===== src/core/thermal_alarm_map.svh =====
// Register offsets, reset values and field positions of the thermal alarm register bank
`ifndef THERMAL_ALARM_MAP_SVH
`define THERMAL_ALARM_MAP_SVH

`define ADDR_ALARM3_EVENT_MASK 8'h0E
`define ADDR_LOCAL_ALARM_LIMIT 8'h40
`define ADDR_REMOTE1_FIRST_LIMIT 8'h41
`define ADDR_REMOTE2_FIRST_LIMIT 8'h42
`define ADDR_REMOTE1_SECOND_LIMIT 8'h49
`define ADDR_REMOTE2_SECOND_LIMIT 8'h4A
`define ADDR_SHARED_ALARM_HYSTERESIS 8'h5A
`define ADDR_MAKER_CODE 8'hFE
`define ADDR_REVISION_CODE 8'hFF

`define RST_ALARM3_EVENT_MASK 3'h7
`define RST_LOCAL_ALARM_LIMIT 7'h55
`define RST_REMOTE_FIRST_LIMIT 8'h6E
`define RST_REMOTE_SECOND_LIMIT 8'h55
`define RST_SHARED_ALARM_HYSTERESIS 5'h0A

`define MASK_LOCAL_EVENT_BLOCK 0
`define MASK_REMOTE1_EVENT_BLOCK 1
`define MASK_REMOTE2_EVENT_BLOCK 2

`endif


===== src/core/thermal_alarm_pkg.sv =====
// Types shared by the thermal alarm register bank
package thermal_alarm_pkg;
   typedef logic [7:0] reg_byte_t;
   typedef logic [6:0] local_limit_t;
   typedef logic [4:0] hyst_t;
   typedef logic [2:0] event_mask_t;
endpackage

===== src/core/thermal_alarm_limit_mask_regs.sv =====
// Alarm limit, hysteresis, mask and identification registers with alarm evaluation
`timescale 1ns/1ps
`include "thermal_alarm_map.svh"
module thermal_alarm_limit_mask_regs
   import thermal_alarm_pkg::*;
#(
   parameter int DATA_W = 8,
   parameter logic [7:0] MAKER_CODE = 8'h5A,    // Arbitrary value
   parameter logic [7:0] REVISION_CODE = 8'h3C  // Arbitrary value
) (
   input wire logic i_mclk,
   input wire logic i_rst_n,
   input wire logic [7:0] i_cmd_addr,
   input wire logic i_wr_en,
   input wire logic [7:0] i_wr_data,
   input wire logic i_rd_en,
   input wire logic [DATA_W-1:0] i_local_temp,
   input wire logic [DATA_W-1:0] i_remote1_temp,
   input wire logic [DATA_W-1:0] i_remote2_temp,
   output logic [7:0] o_rd_data,
   output logic o_rd_valid,
   output logic o_first_alarm_output,
   output logic o_second_alarm_output,
   output logic o_third_alarm_output
);

   if (DATA_W != 8) begin
      $error("DATA_W must be 8: limits are whole-degree bytes");
   end

   ////////////////////////////////////////////////////////////////////////////
   // Registers

   event_mask_t alarm3_mask_q;
   local_limit_t local_limit_q;
   reg_byte_t r1_first_q;
   reg_byte_t r2_first_q;
   reg_byte_t r1_second_q;
   reg_byte_t r2_second_q;
   hyst_t hyst_q;

   // Only writable bits are stored; ID and read-only bits have no storage
   always_ff @(posedge i_mclk or negedge i_rst_n) begin
      if (!i_rst_n) begin
         alarm3_mask_q <= `RST_ALARM3_EVENT_MASK;
         local_limit_q <= `RST_LOCAL_ALARM_LIMIT;
         r1_first_q <= `RST_REMOTE_FIRST_LIMIT;
         r2_first_q <= `RST_REMOTE_FIRST_LIMIT;
         r1_second_q <= `RST_REMOTE_SECOND_LIMIT;
         r2_second_q <= `RST_REMOTE_SECOND_LIMIT;
         hyst_q <= `RST_SHARED_ALARM_HYSTERESIS;
      end else if (i_wr_en) begin
         case (i_cmd_addr)
            `ADDR_ALARM3_EVENT_MASK: alarm3_mask_q <= i_wr_data[2:0];
            `ADDR_LOCAL_ALARM_LIMIT: local_limit_q <= i_wr_data[6:0];
            `ADDR_REMOTE1_FIRST_LIMIT: r1_first_q <= i_wr_data;
            `ADDR_REMOTE2_FIRST_LIMIT: r2_first_q <= i_wr_data;
            `ADDR_REMOTE1_SECOND_LIMIT: r1_second_q <= i_wr_data;
            `ADDR_REMOTE2_SECOND_LIMIT: r2_second_q <= i_wr_data;
            `ADDR_SHARED_ALARM_HYSTERESIS: hyst_q <= i_wr_data[4:0];
            default: ;
         endcase
      end
   end

   ////////////////////////////////////////////////////////////////////////////
   // Read port

   reg_byte_t rd_data_d;

   always_comb begin
      case (i_cmd_addr)
         `ADDR_ALARM3_EVENT_MASK: rd_data_d = {5'h00, alarm3_mask_q};
         `ADDR_LOCAL_ALARM_LIMIT: rd_data_d = {1'b0, local_limit_q};
         `ADDR_REMOTE1_FIRST_LIMIT: rd_data_d = r1_first_q;
         `ADDR_REMOTE2_FIRST_LIMIT: rd_data_d = r2_first_q;
         `ADDR_REMOTE1_SECOND_LIMIT: rd_data_d = r1_second_q;
         `ADDR_REMOTE2_SECOND_LIMIT: rd_data_d = r2_second_q;
         `ADDR_SHARED_ALARM_HYSTERESIS: rd_data_d = {3'h0, hyst_q};
         `ADDR_MAKER_CODE: rd_data_d = MAKER_CODE;
         `ADDR_REVISION_CODE: rd_data_d = REVISION_CODE;
         default: rd_data_d = 8'h00;
      endcase
   end

   always_ff @(posedge i_mclk or negedge i_rst_n) begin
      if (!i_rst_n) begin
         o_rd_data <= 8'h00;
         o_rd_valid <= 1'b0;
      end else begin
         o_rd_valid <= i_rd_en;
         if (i_rd_en) begin
            o_rd_data <= rd_data_d;
         end
      end
   end

   ////////////////////////////////////////////////////////////////////////////
   // Error status with hysteresis

   // temp < limit - hyst rewritten as temp + hyst < limit, so no underflow
   function automatic logic next_status(input logic cur, input reg_byte_t temp,
                                        input reg_byte_t lim, input hyst_t hyst);
      logic [8:0] low_sum;
      low_sum = {1'b0, temp} + {4'h0, hyst};
      if (temp >= lim) begin
         next_status = 1'b1;
      end else if (low_sum < {1'b0, lim}) begin
         next_status = 1'b0;
      end else begin
         next_status = cur;
      end
   endfunction

   logic local_err_q;
   logic r1_first_err_q;
   logic r2_first_err_q;
   logic r1_second_err_q;
   logic r2_second_err_q;

   always_ff @(posedge i_mclk or negedge i_rst_n) begin
      if (!i_rst_n) begin
         local_err_q <= 1'b0;
         r1_first_err_q <= 1'b0;
         r2_first_err_q <= 1'b0;
         r1_second_err_q <= 1'b0;
         r2_second_err_q <= 1'b0;
      end else begin
         local_err_q <= next_status(local_err_q, i_local_temp, {1'b0, local_limit_q}, hyst_q);
         r1_first_err_q <= next_status(r1_first_err_q, i_remote1_temp, r1_first_q, hyst_q);
         r2_first_err_q <= next_status(r2_first_err_q, i_remote2_temp, r2_first_q, hyst_q);
         r1_second_err_q <= next_status(r1_second_err_q, i_remote1_temp, r1_second_q, hyst_q);
         r2_second_err_q <= next_status(r2_second_err_q, i_remote2_temp, r2_second_q, hyst_q);
      end
   end

   ////////////////////////////////////////////////////////////////////////////
   // Alarm outputs, registered for glitch-free pins

   always_ff @(posedge i_mclk or negedge i_rst_n) begin
      if (!i_rst_n) begin
         o_first_alarm_output <= 1'b0;
         o_second_alarm_output <= 1'b0;
         o_third_alarm_output <= 1'b0;
      end else begin
         o_first_alarm_output <= local_err_q | r1_first_err_q | r2_first_err_q;
         o_second_alarm_output <= local_err_q | r1_second_err_q | r2_second_err_q;
         o_third_alarm_output <=
            (local_err_q & ~alarm3_mask_q[`MASK_LOCAL_EVENT_BLOCK]) |
            (r1_second_err_q & ~alarm3_mask_q[`MASK_REMOTE1_EVENT_BLOCK]) |
            (r2_second_err_q & ~alarm3_mask_q[`MASK_REMOTE2_EVENT_BLOCK]);
      end
   end

endmodule


===== config.mk =====
export PLATFORM = sky130hd
export DESIGN_NAME = thermal_alarm_limit_mask_regs
export DESIGN_NICKNAME = d
export VERILOG_FILES = /design/src/core/thermal_alarm_pkg.sv /design/src/core/thermal_alarm_limit_mask_regs.sv
export VERILOG_INCLUDE_DIRS = /design/src /design/src/core
export SDC_FILE = /design/constraint.sdc
export NUM_CORES = 1
export LEC_CHECK = 0
export ABC_AREA = 1
export BUFFER_PORTS_ARGS = -buffer_cell sky130_fd_sc_hd__buf_4
export CORE_MARGIN = 2
export CORE_UTILIZATION = 55
export DETAILED_ROUTE_END_ITERATION = 8
export PLACE_DENSITY = 0.78
export SLEW_MARGIN = 20
export SYNTH_ARGS = -nofsm -noshare
export SYNTH_HDL_FRONTEND = slang
export SYNTH_SLANG_ARGS = --single-unit

===== constraint.sdc =====
create_clock -name i_mclk -period 2.4 [get_ports i_mclk]
set_input_delay 0.24 -clock i_mclk [delete_from_list [all_inputs] [get_ports i_mclk]]
set_output_delay 0.24 -clock i_mclk [all_outputs]
set_load 0.1 [all_outputs]

==> impl_metrics.env, run 1 <==
export IMPL_outcome="finished with violations"
export IMPL_violations="negative setup slack"
export IMPL_diodes=0
export IMPL_clock_sinks=64
export IMPL_clock_fmax_mhz=413
export IMPL_multi_input_area_um2=3460
export IMPL_instances_no_fill=953
export IMPL_synthAdderAreaFrac_pct=21.1
export IMPL_final_common_cell="nand2_1"
export IMPL_grt_overflow_total=0
export IMPL_worstPathArrival_ns=2.66
export IMPL_ys_async_sr_fraction_pct=100
export IMPL_syn_num_nets=875
export IMPL_grt_pass1_vias=5169
export IMPL_rsz0062_at_grt="yes"
export IMPL_drv_cap=0
export IMPL_required_ns=2.64
export IMPL_p_leak_nw=3.21
export IMPL_num_rows=36
export IMPL_synth_top_family_by_area="simple AND/OR/NAND/NOR gates"
export IMPL_layout_setup_ws_ns=-0.0227
export IMPL_grt_pass1_wl_um=25300
export IMPL_viasPerCell=5.36
export IMPL_nets=950
export IMPL_final_period_utilization_pct=101
export IMPL_syn_to_final_growth_pct=17.1
export IMPL_layout_common_cells="204 x nand2_1, 114 x inv_1, 83 x ha_1"
export IMPL_die_w_um=104
export IMPL_r2r_end="r2_second_err_q"
export IMPL_wl_per_cell_um=15.7
export IMPL_nFillCells=888
export IMPL_core_area_um2=9730
export IMPL_synth_main_ff_cell="dfrtp_1"
export IMPL_syn_area_per_cell_um2=7.44
export IMPL_startpoint_type="register"
export IMPL_hold_violations=0
export IMPL_crit_start="hyst_q[0]"
export IMPL_fin_crit_ns=2.42
export IMPL_cts_buffer_depth=2
export IMPL_tightest_slew_ns=0.798
export IMPL_drt_antenna_violating_nets=0
export IMPL_r2r_cells=16
export IMPL_crit_fanout=4
export IMPL_cts_max_level=3
export IMPL_pwr_density_cell_nw_per_um2=483
export IMPL_antenna_found_initial=0
export IMPL_drt_iter0_markers=277
export IMPL_initial_core_util_pct=56.6
export IMPL_grt_usage_pct=29.5
export IMPL_drive_above_1_share_pct=20.1
export IMPL_boundaryPins=56
export IMPL_synthesis_area_um2=5510
export IMPL_hold_path_class="in2reg"
export IMPL_postRouteWirelength_um=15000
export IMPL_slew_headroom_pct=46.8
export IMPL_r2r_start="hyst_q[0]"
export IMPL_cts_made_buffers=9
export IMPL_firstDrtPassIters=5
export IMPL_synth_edf_count=0
export IMPL_whs_ns=0.0639
export IMPL_fin_skew_ns=0.0107
export IMPL_timing_worst_setup_path_type="reg2reg"
export IMPL_rrSetupSlack_ns=-0.02
export IMPL_clkLatencyLatePin_ns=0.36
export IMPL_grt_start_max_net_pins=65
export IMPL_hpwlAfterDp_um=12100
export IMPL_vias=5112
export IMPL_report_final_slew_viol_count=0
export IMPL_cts_tree="done"
export IMPL_portBuffers=55
export IMPL_routabilityCongestion=1.01
export IMPL_synth_compound_area_share_pct=12.2
export IMPL_yosys_cell_types_count=35
export IMPL_dp_cells=933
export IMPL_peakVddDrop_uv=335
export IMPL_ys_warn_count=0
export IMPL_setup_viol=1
export IMPL_synthXorXnorAreaFrac_pct=2.70
export IMPL_ys_ff_latch=64
export IMPL_die_h_um=104
export IMPL_synth_mux_area_share_pct=0
export IMPL_synth_cells=740
export IMPL_seq_area_frac_synth_pct=29.7
export IMPL_remaining_drc_errors=0
export IMPL_endpoint="r2_second_err_q"
export IMPL_end_kind="register"
export IMPL_seq_area_um2=1640
export IMPL_clockRootBuffer="clkbuf_8"
export IMPL_clk_pin_slew_ns=0.08
export IMPL_die_area_um2=10800
export IMPL_synth_simple_area_share_pct=24.8
[worst min-delay path by stage]
| stage | cells past startpoint | slack, ns | from | end |
|---|---|---|---|---|
| 2_1_floorplan | 0 | -0.06 | i_rst_n | hyst_q[0] |
| 3_3_place_gp | 1 | 0.36 | i_rst_n | o_first_alarm_output |
| 3_5_place_dp | 1 | 0.37 | i_rst_n | r1_second_err_q |
| 4_1_cts | 1 | 0.06 | i_rd_en | o_rd_valid |
| 5_1_grt | 1 | 0.06 | i_rd_en | o_rd_valid |
| 6_report | 1 | 0.06 | i_rd_en | o_rd_valid |
[logic make-up after synthesis]
family          after synthesis
xor+xnor                     17
fa+ha+maj                    91
simple gates                312
flops                        64
compound gates              126
buf+inv                     130
[Yosys cell counts (3+ instances only)]
| master | n | area share [%] |
|---|---|---|
| inv_1 | 117 | 8.0 |
| dfstp_2 | 27 | 13 |
| fa_1 | 3 | 1.1 |
| o21ai_1 | 31 | 2.8 |
| nor2_4 | 3 | 0.61 |
| nor3_1 | 11 | 1.0 |
| xnor2_1 | 8 | 1.3 |
| a21oi_1 | 44 | 4.0 |
| o21ai_0 | 33 | 3.0 |
| xor2_1 | 9 | 1.4 |
| inv_2 | 5 | 0.34 |
| o21a_1 | 11 | 1.5 |
| nand3_1 | 32 | 2.9 |
| buf_2 | 5 | 0.45 |
| nand2_1 | 205 | 14 |
| nand4_1 | 11 | 1.2 |
| nand2_2 | 11 | 1.2 |
| nor2_1 | 27 | 1.8 |
| dfrtp_1 | 37 | 17 |
| ha_1 | 88 | 20 |
| nand3b_1 | 3 | 0.41 |
[cell type report]
cell class | count | share of cell area, %
inverter | 122 | 7.10
timing repair buffer | 72 | 8.48
sequential | 64 | 25.4
tap | 133 | 2.58
multi-input combinational | 546 | 53.6
clock buffer | 10 | 2.13
clock inverter | 6 | 0.679
[report_power, final]
part	internal, mW	switching [mW]	total (mW)	leakage, nW
sequential	1.15	0.0523	1.20	0.749
combinational	0.449	0.607	1.06	2.38
clock	0.403	0.453	0.856	0.0809
total	2.00	1.11	3.11	3.21
[stage by stage]
step | TNS [ns] | worst slack [ns] | total power, mW | utilization [%] | instance area [um^2]
5_1_grt | -0.929 | -0.213 | 3.35 | 66.3 | 6450
3_5_place_dp | -0.935 | -0.240 | 2.21 | 62.9 | 6120
3_3_place_gp | -0.616 | -0.181 | 2.17 | 62.9 | 6120
6_report | -0.0227 | -0.0227 | 3.11 | 66.3 | 6450
2_1_floorplan | 0 | 0.00354 | 1.87 | - | 5510
4_1_cts | -0.0300 | -0.0116 | 3.10 | 65.9 | 6410
[repair_timing]
item,CTS,global route
pin swaps,13,3
endpoints found under the setup margin,5,5
setup buffers,2,1
endpoints found under the hold margin,23,0
hold buffers,1,0
resized for setup,22,9
[flip-flops by register name, indices dropped and copies added, names as in the netlist]
signal,cells
alarm3_mask_q,3
hyst_q,5
local_err_q,1
local_limit_q,7
o_first_alarm_output,1
o_rd_data,8
o_rd_valid,1
o_second_alarm_output,1
o_third_alarm_output,1
r1_first_err_q,1
r1_first_q,8
r1_second_err_q,1
r1_second_q,8
r2_first_err_q,1
r2_first_q,8
r2_second_err_q,1
r2_second_q,8
[critical path, cell delays in order (launching register included)]
cell,delay (ns)
dfrtp_2,0.41
ha_2,0.21
inv_2,0.05
fa_2,0.39
o21ai_4,0.19
xor2_1,0.21
ha_1,0.27
nand2_1,0.07
inv_2,0.04
nand3b_1,0.07
nand3_1,0.08
nand2_1,0.08
nand2_1,0.05
nand2_1,0.05
nand2_1,0.06
nand2_1,0.05
nand2_1,0.04
[per-layer routing]
metal | vias to the layer above | wire length, um | GRT usage, %
met3 | 38 | 721 | 4.70
li1 | 2559 | - | -
met4 | 0 | 428 | 12.2
met2 | 137 | 7280 | 49.5
met5 | - | 0 | 0
met1 | 2378 | 6530 | 37.9
Power figures use the tool's default switching activity.
==> inputs of run 2 (changes only) <==
- CORE_UTILIZATION: 55 -> 60
- PLACE_DENSITY: 0.78 -> 0.81
- clock period: 2.4 -> 2.5 ns (I/O delays scaled with it)
==> run 2 against run 1 <==
  * The flow finishes with violations (design-rule violations, negative hold slack)
  * Maximum frequency down 2.4%
  * Sequential share of layout area is 0.083 points lower
  * Worst setup slack better by 0.040 ns
  * Non-clock buffer count down 6
  * Via count increased by 1.5%
  * Die area down 8.0%
  * Critical endpoint unchanged
  * Global-route usage up 2.5 points
  * First-iteration DRC count is 21% lower
  * Sequential power down 3%
==> impl_metrics.env, run 2 (synthesis results as in run 1) <==
export IMPL_syn_to_final_growth_pct=17.4
export IMPL_cts_buffer_depth=2
export IMPL_peakVddDrop_uv=379
export IMPL_hold_path_class="in2async"
export IMPL_clock_sinks=64
export IMPL_report_final_slew_viol_count=0
export IMPL_antenna_found_initial=0
export IMPL_cpMostUsedCell="nand2_1"
export IMPL_top_layer_used="met4"
export IMPL_cts_made_buffers=9
export IMPL_cp_depth=17
export IMPL_final_area_um2=6470
export IMPL_path_buf_inv=4
export IMPL_drt_iter0_markers=220
export IMPL_pwr_density_cell_nw_per_um2=485
export IMPL_r2r_cells=17
export IMPL_fin_skew_ns=0.00792
export IMPL_cts_max_level=3
export IMPL_postCtsHoldBufs=0
export IMPL_diodes=0
export IMPL_grt_overflow_total=0
export IMPL_drt_met1_wl_um=6410
export IMPL_die_area_um2=9960
export IMPL_fin_crit_ns=2.48
export IMPL_clock_fmax_mhz=403
export IMPL_postRouteWirelength_um=15400
export IMPL_finalSetupTns_ns=0
export IMPL_drt_antenna_violating_nets=0
export IMPL_remaining_drc_errors=1
export IMPL_routabilityCongestion=0.937
export IMPL_viasPerCell=5.63
export IMPL_end_kind="register"
export IMPL_grt_usage_pct=32.0
export IMPL_crit_slowest_cell="dfrtp_1"
export IMPL_rrSetupSlack_ns=0.02
export IMPL_layout_common_cells="201 x nand2_1, 112 x inv_1, 79 x ha_1"
export IMPL_p_leak_nw=3.19
export IMPL_final_period_utilization_pct=99.3
export IMPL_r2r_start="hyst_q[0]"
export IMPL_nets=944
export IMPL_r2r_end="r2_second_err_q"
export IMPL_setup_viol=0
export IMPL_slew_headroom_pct=46.2
export IMPL_dpl_cell_area_um2=6060
export IMPL_clkLatencyLatePin_ns=0.34
export IMPL_worstPathArrival_ns=2.71
export IMPL_grt_start_max_net_pins=65
export IMPL_met3_length_um=865
export IMPL_drive_above_1_share_pct=20.9
export IMPL_crit_fanout=4
export IMPL_initial_core_util_pct=62.5
export IMPL_hpwlAfterDp_um=12000
export IMPL_hold_violations=3
export IMPL_cpPeakStageDelay_ns=0.43
export IMPL_timing_worst_setup_path_type="reg2reg"
export IMPL_required_ns=2.72
export IMPL_portBuffers=55
export IMPL_cts_tree="done"
export IMPL_worst_path_dominant_cell_family="adder cells"
export IMPL_grt_pass1_wl_um=24900
export IMPL_grt_pass1_vias=5291
export IMPL_wl_per_cell_um=16.7
export IMPL_firstDrtPassIters=9
export IMPL_clk_pin_slew_ns=0.07
export IMPL_place_ws_ns=-0.173
export IMPL_layout_setup_ws_ns=0.0177
export IMPL_boundaryPins=56
export IMPL_tightest_slew_ns=0.807
export IMPL_whs_ns=-0.00281
export IMPL_outcome="finished with violations"
export IMPL_num_rows=34
export IMPL_nFillCells=720
export IMPL_rsz0062_at_grt="yes"
export IMPL_met2_length_um=7590
export IMPL_drv_cap=0
export IMPL_die_h_um=99.8
export IMPL_die_w_um=99.8
export IMPL_core_area_um2=8810
export IMPL_startpoint_type="register"
export IMPL_vias=5190
export IMPL_final_common_cell="nand2_1"
export IMPL_violations="design-rule violations, negative hold slack"
export IMPL_crit_path_cell_trace="ha_2, inv_2, fa_2, o21ai_2, buf_6, a21oi_2, xor2_1, inv_1, ha_1, nand2_1, inv_1, nand2_1, nand2_1, nand2_1, nand2_1, nand2_1, nand2_1"
export IMPL_clockRootBuffer="clkbuf_8"
-- run 2: changes by cell type in the layout (fill, tap and decap cells not counted), sizes merged --
cell,change
buf,-5
bufinv,+1
clkbuf,+2
clkinv,-1
clkinvlp,-1
dlygate4sd3,-1
inv,-1
-- run 2: repair_timing --
item                                    4_1_cts  5_1_grt
pin swaps                                     1        7
endpoints found under the setup margin        5        5
buffers inserted                              1        1
cloned                                        0        0
resized for setup                            11       34
-- run 2: worst max path at each step --
stage               slack (ns)      start               to
finish                    0.02  hyst_q[0]  r2_second_err_q
global route             -0.15  hyst_q[0]   r1_first_err_q
CTS                     -0.009  hyst_q[0]   r2_first_err_q
detailed placement       -0.17  hyst_q[1]   r2_first_err_q
global placement         -0.12  hyst_q[1]   r2_first_err_q
floorplan                 0.02  hyst_q[1]  r1_second_err_q
-- run 2: stage by stage --
stage / hold WS, ns / instances / power, mW / utilization [%]
after CTS: 0.0188 / 921 / 3.05 / 71.6
after global placement: 0.370 / 904 / 2.06 / 68.8
after global routing: 0.0667 / 922 / 3.34 / 73.4
final: -0.00281 / 922 / 3.14 / 73.4
after detailed placement: 0.388 / 904 / 2.12 / 68.8
after floorplan: -0.0456 / 740 / 1.79 / -
-- run 2: final cells by class --
cell class                      count  area [um^2]  share of cell area (%)
Multi-Input combinational cell    546         3530                    54.5
Sequential cell                    64         1640                    25.3
Timing Repair Buffer               66          503                    7.78
Inverter                          122          458                    7.08
Clock buffer                       12          155                    2.40
Tap cell                          108          135                    2.09
Clock inverter                      4         52.6                   0.813
-- run 2: power by group --
group          total (mW)  switching, mW  internal, mW  leakage [nW]
sequential           1.16         0.0531          1.10         0.750
clock               0.917          0.402         0.515        0.0948
combinational        1.06          0.613         0.450          2.35
total                3.14           1.07          2.07          3.19
-- run 2: per-layer routing --
metal	global-route usage, %	vias up
met5	0	-
met4	12.6	0
met3	4.87	42
met2	56.5	177
met1	39.4	2427
li1	-	2544
